===== src/lsd_regs.vh =====
// register offsets, field positions and reset values of the lo synthesizer control block
// assumes registers are written through the device's serial register port, one byte per address
`ifndef LSD_REGS_VH
`define LSD_REGS_VH

// ---------------------------------------------------------------
// register offsets
// ---------------------------------------------------------------
`define LSD_ADDR_STANDBY      8'h00
`define LSD_ADDR_REF_HI       8'h08
`define LSD_ADDR_REF_LO       8'h09
`define LSD_ADDR_SWALLOW_MAIN 8'h0a
`define LSD_ADDR_MAIN_LO      8'h0b
`define LSD_ADDR_PUMP_CTRL    8'h0c
`define LSD_ADDR_FA_HI        8'h0d
`define LSD_ADDR_FA_LO        8'h0e
`define LSD_ADDR_STATUS       8'h10

// ---------------------------------------------------------------
// reset values
// ---------------------------------------------------------------
`define LSD_RST_STANDBY       8'hff
`define LSD_RST_REF_HI        6'h00
`define LSD_RST_REF_LO        8'h38
`define LSD_RST_SWALLOW       3'h5
`define LSD_RST_MAIN_HI       5'h00
`define LSD_RST_MAIN_LO       8'h1d
`define LSD_RST_PUMP_CTRL     7'h00
`define LSD_RST_FA_HI         6'h00
`define LSD_RST_FA_LO         8'h04

// ---------------------------------------------------------------
// standby bit positions
// ---------------------------------------------------------------
`define LSD_SB_REF            7
`define LSD_SB_LO             6
`define LSD_SB_CKO            5
`define LSD_SB_CK             4
`define LSD_SB_GC             3
`define LSD_SB_FRONT_END      2
`define LSD_SB_ADC            0
// every implemented standby bit; bit 1 is unused
`define LSD_SB_USED_MASK      8'hfd

// ---------------------------------------------------------------
// pump control fields
// ---------------------------------------------------------------
`define LSD_PC_FAST           6
`define LSD_PC_INV            5
`define LSD_PC_CODE_HI        4
`define LSD_PC_CODE_LO        2

// ---------------------------------------------------------------
// prescaler moduli and pump multiplier limits
// ---------------------------------------------------------------
`define LSD_PRESCALE_LOW      4'h8
`define LSD_PRESCALE_HIGH     4'h9
`define LSD_FA_STEP_MAX       3'h7

`endif


===== src/lsd_ctrl.v =====
// lo synthesizer digital control and per-block standby register
// assumes ref_in and lo_in are synchronous level inputs sampled on clock; a rising
// edge of either counts as one input cycle. register port is the decoded serial port.
`timescale 1ns/10ps
`include "lsd_regs.vh"

// Contract
// standby register resets to all ones, every block starts in standby.
// clearing a standby bit wakes that block; a one keeps it down.
// bit 7 set turns off voltage reference and all biasing.
// bit 6 set disables synthesizer and floats the pump output.
// bit 2 set powers down amplifier and mixer and floats their pins.
// bit 0 set stops converter, filter clock; clock buffer off if clock synth off.
// all blocks in standby also puts master reference into standby.
// reference input divided by 14-bit reference count feeds the detector.
// feedback divider uses 3-bit swallow, 13-bit main count, 8/9 prescaler: 8B+A.
// host keeps main count at least 3 and above swallow count.
// pump current is (code + 1) times 0.625 mA.
// fast acquire enable raises pump current automatically while settling.
// detector gives up and down pulses tracking phase and frequency error.
// pump sources or sinks only while the detector inputs disagree.
// host uses one select line per device on a shared serial port.
// prescaler divides by nine for A counts, eight for B minus A, then reloads.
module lsd_ctrl (
	input  wire       clock,
	input  wire       resetn,
	input  wire [7:0] reg_addr,
	input  wire [7:0] reg_wdata,
	input  wire       reg_wr,
	input  wire       reg_rd,
	output reg  [7:0] reg_rdata_ff,
	input  wire       ref_in,
	input  wire       lo_in,
	output reg        ref_off_ff,
	output reg        bias_off_ff,
	output reg        lo_synth_off_ff,
	output reg        front_end_off_ff,
	output reg        front_end_bias_pin_a_oe_n_ff,
	output reg        front_end_bias_pin_b_oe_n_ff,
	output reg        adc_off_ff,
	output reg        filter_clk_en_ff,
	output reg        clk_buffer_off_ff,
	output reg        master_ref_standby_ff,
	output reg        local_osc_pump_output_up_ff,
	output reg        local_osc_pump_output_down_ff,
	output reg        local_osc_pump_output_oe_n_ff,
	output reg  [3:0] pump_current_mult_ff,
	output reg        ref_div_pulse_ff,
	output reg        fb_div_pulse_ff
);

	// ---------------------------------------------------------------
	// registers
	// ---------------------------------------------------------------
	reg [7:0]  standby_control_ff;
	reg [13:0] reference_divide_count_ff;
	reg [2:0]  swallow_count_ff;
	reg [12:0] main_count_ff;
	reg [6:0]  pump_ctrl_ff;
	reg [13:0] fa_period_ff;

	wire       fast_acquire_enable;
	wire       pump_invert;
	wire [2:0] pump_current_code;
	wire       lo_hold;

	assign fast_acquire_enable = pump_ctrl_ff[`LSD_PC_FAST];
	assign pump_invert         = pump_ctrl_ff[`LSD_PC_INV];
	assign pump_current_code   = pump_ctrl_ff[`LSD_PC_CODE_HI:`LSD_PC_CODE_LO];
	assign lo_hold             = standby_control_ff[`LSD_SB_LO];

	always @(posedge clock or negedge resetn) begin
		if (!resetn) begin
			standby_control_ff        <= `LSD_RST_STANDBY;
			reference_divide_count_ff <= {`LSD_RST_REF_HI, `LSD_RST_REF_LO};
			swallow_count_ff          <= `LSD_RST_SWALLOW;
			main_count_ff             <= {`LSD_RST_MAIN_HI, `LSD_RST_MAIN_LO};
			pump_ctrl_ff              <= `LSD_RST_PUMP_CTRL;
			fa_period_ff              <= {`LSD_RST_FA_HI, `LSD_RST_FA_LO};
		end else if (reg_wr) begin
			case (reg_addr)
			`LSD_ADDR_STANDBY: begin
				standby_control_ff <= reg_wdata;
			end
			`LSD_ADDR_REF_HI: begin
				reference_divide_count_ff[13:8] <= reg_wdata[5:0];
			end
			`LSD_ADDR_REF_LO: begin
				reference_divide_count_ff[7:0] <= reg_wdata;
			end
			`LSD_ADDR_SWALLOW_MAIN: begin
				swallow_count_ff    <= reg_wdata[7:5];
				main_count_ff[12:8] <= reg_wdata[4:0];
			end
			`LSD_ADDR_MAIN_LO: begin
				main_count_ff[7:0] <= reg_wdata;
			end
			`LSD_ADDR_PUMP_CTRL: begin
				pump_ctrl_ff <= reg_wdata[6:0];
			end
			`LSD_ADDR_FA_HI: begin
				fa_period_ff[13:8] <= reg_wdata[5:0];
			end
			`LSD_ADDR_FA_LO: begin
				fa_period_ff[7:0] <= reg_wdata;
			end
			default: begin
			end
			endcase
		end
	end

	// ---------------------------------------------------------------
	// read-back
	// ---------------------------------------------------------------
	wire       pfd_up;
	wire       pfd_down;
	wire [2:0] width_steps;
	wire       pulse_end;
	reg  [7:0] nxt_rdata;

	always @* begin
		case (reg_addr)
		`LSD_ADDR_STANDBY:      nxt_rdata = standby_control_ff;
		`LSD_ADDR_REF_HI:       nxt_rdata = {2'b00, reference_divide_count_ff[13:8]};
		`LSD_ADDR_REF_LO:       nxt_rdata = reference_divide_count_ff[7:0];
		`LSD_ADDR_SWALLOW_MAIN: nxt_rdata = {swallow_count_ff, main_count_ff[12:8]};
		`LSD_ADDR_MAIN_LO:      nxt_rdata = main_count_ff[7:0];
		`LSD_ADDR_PUMP_CTRL:    nxt_rdata = {1'b0, pump_ctrl_ff};
		`LSD_ADDR_FA_HI:        nxt_rdata = {2'b00, fa_period_ff[13:8]};
		`LSD_ADDR_FA_LO:        nxt_rdata = fa_period_ff[7:0];
		`LSD_ADDR_STATUS:       nxt_rdata = {pump_current_mult_ff, width_steps[1:0], pfd_down, pfd_up};
		default:                nxt_rdata = 8'h00;
		endcase
	end

	always @(posedge clock or negedge resetn) begin
		if (!resetn)
			reg_rdata_ff <= 8'h00;
		else if (reg_rd)
			reg_rdata_ff <= nxt_rdata;
	end

	// ---------------------------------------------------------------
	// standby decode
	// ---------------------------------------------------------------
	always @(posedge clock or negedge resetn) begin
		if (!resetn) begin
			ref_off_ff                   <= 1'b1;
			bias_off_ff                  <= 1'b1;
			lo_synth_off_ff              <= 1'b1;
			front_end_off_ff             <= 1'b1;
			front_end_bias_pin_a_oe_n_ff <= 1'b1;
			front_end_bias_pin_b_oe_n_ff <= 1'b1;
			adc_off_ff                   <= 1'b1;
			filter_clk_en_ff             <= 1'b0;
			clk_buffer_off_ff            <= 1'b1;
			master_ref_standby_ff        <= 1'b1;
		end else begin
			ref_off_ff                   <= standby_control_ff[`LSD_SB_REF];
			bias_off_ff                  <= standby_control_ff[`LSD_SB_REF];
			lo_synth_off_ff              <= standby_control_ff[`LSD_SB_LO];
			front_end_off_ff             <= standby_control_ff[`LSD_SB_FRONT_END];
			front_end_bias_pin_a_oe_n_ff <= standby_control_ff[`LSD_SB_FRONT_END];
			front_end_bias_pin_b_oe_n_ff <= standby_control_ff[`LSD_SB_FRONT_END];
			adc_off_ff                   <= standby_control_ff[`LSD_SB_ADC];
			filter_clk_en_ff             <= ~standby_control_ff[`LSD_SB_ADC];
			clk_buffer_off_ff            <= standby_control_ff[`LSD_SB_ADC]
			                              & standby_control_ff[`LSD_SB_CK];
			master_ref_standby_ff        <= ((standby_control_ff & `LSD_SB_USED_MASK)
			                              == `LSD_SB_USED_MASK);
		end
	end

	// ---------------------------------------------------------------
	// input edge detect
	// ---------------------------------------------------------------
	reg  ref_in_d_ff;
	reg  lo_in_d_ff;
	wire ref_edge;
	wire lo_edge;

	assign ref_edge = ref_in & ~ref_in_d_ff;
	assign lo_edge  = lo_in & ~lo_in_d_ff;

	always @(posedge clock or negedge resetn) begin
		if (!resetn) begin
			ref_in_d_ff <= 1'b0;
			lo_in_d_ff  <= 1'b0;
		end else begin
			ref_in_d_ff <= ref_in;
			lo_in_d_ff  <= lo_in;
		end
	end

	// ---------------------------------------------------------------
	// reference divider
	// ---------------------------------------------------------------
	reg  [13:0] ref_cnt_ff;
	wire [13:0] ref_div;

	// a zero count behaves as divide by one rather than stalling the detector
	assign ref_div = (reference_divide_count_ff == 14'h0000) ? 14'h0001 : reference_divide_count_ff;

	always @(posedge clock or negedge resetn) begin
		if (!resetn) begin
			ref_cnt_ff       <= 14'h0000;
			ref_div_pulse_ff <= 1'b0;
		end else if (lo_hold) begin
			ref_cnt_ff       <= 14'h0000;
			ref_div_pulse_ff <= 1'b0;
		end else begin
			ref_div_pulse_ff <= 1'b0;
			if (ref_edge) begin
				if (ref_cnt_ff + 14'h0001 >= ref_div) begin
					ref_cnt_ff       <= 14'h0000;
					ref_div_pulse_ff <= 1'b1;
				end else begin
					ref_cnt_ff <= ref_cnt_ff + 14'h0001;
				end
			end
		end
	end

	// ---------------------------------------------------------------
	// feedback divider: prescaler plus swallow and main counters
	// ---------------------------------------------------------------
	reg  [3:0]  pre_cnt_ff;
	reg  [2:0]  a_left_ff;
	reg  [12:0] b_cnt_ff;
	wire [3:0]  modulus;
	wire        pre_done;

	// divide by nine while swallow counts remain
	assign modulus  = (a_left_ff != 3'h0) ? `LSD_PRESCALE_HIGH : `LSD_PRESCALE_LOW;
	assign pre_done = lo_edge & (pre_cnt_ff + 4'h1 >= modulus);

	always @(posedge clock or negedge resetn) begin
		if (!resetn) begin
			pre_cnt_ff      <= 4'h0;
			a_left_ff       <= 3'h0;
			b_cnt_ff        <= 13'h0000;
			fb_div_pulse_ff <= 1'b0;
		end else if (lo_hold) begin
			pre_cnt_ff      <= 4'h0;
			a_left_ff       <= swallow_count_ff;
			b_cnt_ff        <= 13'h0000;
			fb_div_pulse_ff <= 1'b0;
		end else begin
			fb_div_pulse_ff <= 1'b0;
			if (pre_done) begin
				pre_cnt_ff <= 4'h0;
				// relies on the host keeping main count above swallow count
				if (b_cnt_ff + 13'h0001 >= main_count_ff) begin
					b_cnt_ff        <= 13'h0000;
					a_left_ff       <= swallow_count_ff;
					fb_div_pulse_ff <= 1'b1;
				end else begin
					b_cnt_ff <= b_cnt_ff + 13'h0001;
					if (a_left_ff != 3'h0)
						a_left_ff <= a_left_ff - 3'h1;
				end
			end else if (lo_edge) begin
				pre_cnt_ff <= pre_cnt_ff + 4'h1;
			end
		end
	end

	// ---------------------------------------------------------------
	// detector and charge pump
	// ---------------------------------------------------------------
	lsd_pfd u_pfd (
		.clock          (clock),
		.resetn         (resetn),
		.hold           (lo_hold),
		.ref_pulse      (ref_div_pulse_ff),
		.fb_pulse       (fb_div_pulse_ff),
		.fa_period      (fa_period_ff),
		.up_ff          (pfd_up),
		.down_ff        (pfd_down),
		.width_steps_ff (width_steps),
		.pulse_end_ff   (pulse_end)
	);

	reg [2:0] fa_steps_ff;
	reg [2:0] nxt_boost;

	always @* begin
		nxt_boost = 3'h1;
		if (pump_current_code > nxt_boost)
			nxt_boost = pump_current_code;
		if (fa_steps_ff > nxt_boost)
			nxt_boost = fa_steps_ff;
	end

	always @(posedge clock or negedge resetn) begin
		if (!resetn) begin
			fa_steps_ff                   <= 3'h0;
			pump_current_mult_ff          <= 4'h1;
			local_osc_pump_output_up_ff   <= 1'b0;
			local_osc_pump_output_down_ff <= 1'b0;
			local_osc_pump_output_oe_n_ff <= 1'b1;
		end else begin
			if (pulse_end)
				fa_steps_ff <= width_steps;  // width of last pulse sets the next
			if (fast_acquire_enable)
				pump_current_mult_ff <= {1'b0, nxt_boost} + 4'h1;
			else
				pump_current_mult_ff <= {1'b0, pump_current_code} + 4'h1;
			local_osc_pump_output_oe_n_ff <= lo_hold;
			if (lo_hold) begin
				local_osc_pump_output_up_ff   <= 1'b0;
				local_osc_pump_output_down_ff <= 1'b0;
			end else begin
				local_osc_pump_output_up_ff   <= pump_invert ? pfd_down : pfd_up;
				local_osc_pump_output_down_ff <= pump_invert ? pfd_up : pfd_down;
			end
		end
	end

endmodule


===== src/lsd_pfd.v =====
// phase-frequency detector with pulse-width measurement for fast acquire
// assumes ref_pulse and fb_pulse are single-cycle events on the system clock
`timescale 1ns/10ps
`include "lsd_regs.vh"

module lsd_pfd (
	input  wire        clock,
	input  wire        resetn,
	input  wire        hold,
	input  wire        ref_pulse,
	input  wire        fb_pulse,
	input  wire [13:0] fa_period,
	output reg         up_ff,
	output reg         down_ff,
	output reg  [2:0]  width_steps_ff,
	output reg         pulse_end_ff
);

	reg [13:0] width_cnt_ff;
	reg [2:0]  step_run_ff;
	wire       active;
	wire       both;
	wire [13:0] period;

	assign active = up_ff | down_ff;
	assign both   = (up_ff | ref_pulse) & (down_ff | fb_pulse);
	assign period = (fa_period == 14'h0000) ? 14'h0001 : fa_period;

	// ---------------------------------------------------------------
	// detector flops
	// ---------------------------------------------------------------
	always @(posedge clock or negedge resetn) begin
		if (!resetn) begin
			up_ff   <= 1'b0;
			down_ff <= 1'b0;
		end else if (hold) begin
			up_ff   <= 1'b0;
			down_ff <= 1'b0;
		end else if (both) begin
			// both edges seen: clear together, width reflects the lead
			up_ff   <= 1'b0;
			down_ff <= 1'b0;
		end else begin
			up_ff   <= up_ff | ref_pulse;
			down_ff <= down_ff | fb_pulse;
		end
	end

	// ---------------------------------------------------------------
	// width measured in units of the fast-acquire period
	// ---------------------------------------------------------------
	always @(posedge clock or negedge resetn) begin
		if (!resetn) begin
			width_cnt_ff   <= 14'h0000;
			step_run_ff    <= 3'h0;
			width_steps_ff <= 3'h0;
			pulse_end_ff   <= 1'b0;
		end else if (hold) begin
			width_cnt_ff   <= 14'h0000;
			step_run_ff    <= 3'h0;
			width_steps_ff <= 3'h0;
			pulse_end_ff   <= 1'b0;
		end else begin
			pulse_end_ff <= 1'b0;
			if (active) begin
				if (width_cnt_ff + 14'h0001 >= period) begin
					width_cnt_ff <= 14'h0000;
					if (step_run_ff != `LSD_FA_STEP_MAX)
						step_run_ff <= step_run_ff + 3'h1;
				end else begin
					width_cnt_ff <= width_cnt_ff + 14'h0001;
				end
			end else if (width_cnt_ff != 14'h0000 || step_run_ff != 3'h0) begin
				// pulse just ended: publish its width for the next pulse
				width_steps_ff <= step_run_ff;
				pulse_end_ff   <= 1'b1;
				width_cnt_ff   <= 14'h0000;
				step_run_ff    <= 3'h0;
			end
		end
	end

endmodule


===== config.mk =====
export PLATFORM = sky130hd
export DESIGN_NAME = lsd_ctrl
export DESIGN_NICKNAME = d
export VERILOG_FILES = /design/src/lsd_ctrl.v /design/src/lsd_pfd.v
export VERILOG_INCLUDE_DIRS = /design/src /design/src/src
export SDC_FILE = /design/constraint.sdc
export NUM_CORES = 1
export LEC_CHECK = 0
export BUFFER_PORTS_ARGS = -buffer_cell sky130_fd_sc_hd__buf_2
export CAP_MARGIN = 10
export CELL_PAD_IN_SITES_DETAIL_PLACEMENT = 0
export CELL_PAD_IN_SITES_GLOBAL_PLACEMENT = 1
export CORE_AREA = 5 5 114 159
export CTS_BUF_LIST = sky130_fd_sc_hd__clkbuf_8
export CTS_CLUSTER_DIAMETER = 200
export CTS_CLUSTER_SIZE = 10
export DETAILED_ROUTE_END_ITERATION = 16
export DIE_AREA = 0 0 119 164
export PLACE_DENSITY_LB_ADDON = 0.1
export SLEW_MARGIN = 25
export SYNTH_ARGS = -nofsm -noshare
export SYNTH_HDL_FRONTEND = slang
export SYNTH_SLANG_ARGS = --single-unit

===== constraint.sdc =====
create_clock -name clock -period 3.2 [get_ports clock]
set_input_delay 0.32 -clock clock [delete_from_list [all_inputs] [get_ports clock]]
set_output_delay 0.32 -clock clock [all_outputs]
set_load 0.1 [all_outputs]

==> flow_metrics.py <==
metrics = {
    "run_status": {
        "status": "completed",
    },
    "route": {
        "wirelength_um": 20550,
        "detail_route.wl_per_cell_um": 19.01,
        "final_antenna_net_count": 0,
        "via_per_inst": 5.670,
        "drtIter0Drc": 381,
        "drt_pass1_iterations": 5,
        "via_count": 6129,
        "drc": 0,
    },
    "cts": {
        "clock-sinks": 144,
        "worstSkewPairLatency_ps": 470,
        "clockBufferDepth": 2,
        "clk_pin_slew_ps": 100,
        "cts_inserted_buffers": 17,
        "cts_root_buf": "clkbuf_8",
        "cts_tree": "built",
        "cts_max_level": 4,
    },
    "timing": {
        "relSlewSlack_pct": 51.17,
        "setup_viol": 0,
        "rsz0062_at_grt": "no",
        "finalCritPeriodShare_pct": 93.49,
        "hold_violations": 0,
        "finalSetupTns_ps": 0,
        "max_freq_mhz": 334.3,
        "fin_worst_skew_ps": 18.80,
        "tightest_slew_ps": 732.5,
        "drv_slew": 0,
        "min_period_ps": 2992,
    },
    "global_routing": {
        "top_usage_layer": "met2",
        "grt_max_degree": 81,
        "track_usage_pct": 21.97,
        "grt_remaining_overflow": 0,
        "grt_pass1_wl_um": 33510,
        "antenna_found_initial": 1,
        "grt_util_met2_pct": 39.88,
        "grtUsageMet3_pct": 4.134,
        "grtUsageMet1_pct": 25.28,
        "grt_pass1_vias": 6388,
    },
    "floorplan": {
        "rows": 56,
        "die_h_um": 164,
        "core-area_um2": 16540,
        "io-pin-count": 49,
        "die_x_um": 119,
        "dieArea_um2": 19520,
        "initial_utilization_pct": 48.61,
    },
    "logic_synthesis": {
        "ys.flop_type": "dfrtp_1",
        "async_reset_ff_share_pct": 100.0,
        "synth_top_area_cell": "dfrtp_1",
        "yosys_warnings": 0,
        "syn_nets": 877,
        "synth_commonest_cells": "dfrtp_1 (119), nand2_1 (74), inv_1 (71)",
        "synth_top_area_share_pct": 37.05,
        "synth-edff-count": 0,
        "synth_cell_type_count": 61,
        "synth.cell_area_um2": 8038,
        "yosysMostFrequentCell": "dfrtp_1",
        "ys_seq_elements": 144,
        "syn_avg_cell_area_um2": 10.06,
        "synthCells": 799,
        "yosys-top-cells-area": "dfrtp_1 (37%), ha_1 (8.7%), dfstp_2 (8.2%), mux2_2 (6.3%), nand2_1 (3.5%)",
        "ys_seq_area_share_pct": 45.22,
    },
    "place": {
        "place_congestion": 0.9074,
        "placedCellCount": 1044,
        "post-dp-hpwl_um": 15680,
        "numPortBuffers": 48,
    },
    "power_and_ir_drop": {
        "power_frac_seq_pct": 44.8,
        "p_clk_share_pct": 29.2,
        "power_leakage_nw": 4.424,
        "p_per_area_nw_per_um2": 539.1,
        "comb_power_share_pct": 26.0,
        "switching_power_mw": 1.830,
        "p_sw_share_pct": 37.64,
        "p_total_mw": 4.862,
        "p_int_mw": 3.032,
        "ir_drop_v": 0.0002677,
    },
    "layout": {
        "area_growth_pct": 12.20,
        "drive_above_1_share_pct": 21.44,
        "finalNonFillerCells": 1081,
        "nets": 942,
    },
    "critical_path": {
        "cp_top_family": "simple AND/OR/NAND/NOR gates",
        "worstPathCellList": "and3_1, and3_1, nand2_1, or3_1, xnor2_1, ha_1, nand2_1, nor2_1, o311ai_0, nand3b_1, mux2i_1, a22oi_1",
        "crit_arrival_ps": 3350,
        "worst_ep_required_time_ps": 3550,
        "crit_fanout": 6,
        "endpoint_kind": "register",
        "critPathMaxStageDelay_ps": 450,
        "cp-start-kind": "register",
        "slowest_stage": "dfrtp_1",
        "path_class": "register to register",
        "crit_buf_inv": 0,
    },
    "run": {
        "maxCapViolations": 0,
    },
    "hold_path": {
        "hp-class": "input port to register",
    },
}
-- repair_timing --
item                                    4_1_cts  5_1_grt
hold buffers                                  3        0
endpoints found under the setup margin        0       33
buffers inserted                              0        1
resized for setup                             0        9
hold endpoints to repair                     65        0
-- cell usage in the layout, fill, tap and decap left out, types with 27 or more instances in the layout --
| master | n |
|---|---|
| ha_1 | 55 |
| nand3_1 | 27 |
| dfrtp_1 | 118 |
| a21oi_1 | 30 |
| inv_1 | 70 |
| o21ai_0 | 45 |
| buf_2 | 47 |
| nor2_1 | 41 |
| nand2_1 | 74 |
| mux2_2 | 45 |
-- sequential cells by signal, summed over array words and instances (netlist names), 3 cells and up --
signal,flops
a_left_ff,3
b_cnt_ff,13
fa_period_ff,14
fa_steps_ff,3
main_count_ff,13
pre_cnt_ff,4
pump_ctrl_ff,7
pump_current_mult_ff,4
ref_cnt_ff,14
reference_divide_count_ff,14
reg_rdata_ff,8
standby_control_ff,8
swallow_count_ff,3
u_pfd.step_run_ff,3
u_pfd.width_cnt_ff,14
u_pfd.width_steps_ff,3
-- area by class of cell --
class | count | area [um2]
sequential | 144 | 3636
clock inverter | 14 | 138.9
multi-input combinational | 562 | 4069
clock buffer | 18 | 247.7
inverter | 71 | 266.5
fill | 1523 | 7517
tap | 203 | 254.0
timing repair buffer | 68 | 404.1
antenna | 1 | 2.502
-- path summary, 6_finish.rpt --
path,startpoint,to,slack (ps),cells past startpoint
worst max-delay path,b_cnt_ff[2],a_left_ff[1],210,12
worst min-delay path,reg_rd,reg_rdata_ff[6],160,2
worst max register to register,b_cnt_ff[2],a_left_ff[1],210,12
worst min register to register,standby_control_ff[0],adc_off_ff,380,0
max in group asynchronous,resetn,local_osc_pump_output_oe_n_ff,1890,3
min in group asynchronous,resetn,ref_cnt_ff[4],470,2
-- logic make-up (layout without fill, tap and decap cells) --
family | Yosys count | count (layout) | share of synthesized area (%)
simple gates | 244 | 244 | 15.60
compound gates | 164 | 164 | 13.18
flops | 144 | 144 | 45.22
buf+inv | 93 | 171 | 4.530
mux | 68 | 68 | 9.480
fa+ha+maj | 56 | 56 | 8.717
xor+xnor | 30 | 30 | 3.269
other cells | 0 | 1 | 0
-- per-stage QoR --
step | utilization, % | worst slack [ps] | hold WS [ps] | instance area, um2
floorplan | - | 369.4 | 24.41 | 8038
global placement | 51.77 | 173.8 | 361.6 | 8561
detailed placement | 51.77 | 18.71 | 366.8 | 8561
CTS | 54.29 | 5.153 | 127.5 | 8977
global route | 54.52 | 2.006 | 145.2 | 9016
finish | 54.54 | 208.3 | 160.4 | 9019
-- metal layers --
metal  share of wire [%]  vias to the layer above  wire [um]
met5                   0                        -          0
met4                 2.8                        0        567
met3                 2.9                       36        591
met2                  53                      117      10980
met1                  41                     3004       8410
li1                    -                     2972          -
-- power groups by stage --
stage | Combinational [mW] | Clock [mW] | Sequential (mW)
after floorplan | 0.723 | 0 | 2.31
after global placement | 1.21 | 0 | 2.20
after detailed placement | 1.25 | 0 | 2.21
after CTS | 1.26 | 1.46 | 2.17
after global routing | 1.41 | 1.53 | 2.20
final | 1.27 | 1.42 | 2.18
No activity file was read; power rests on OpenSTA's default activity.
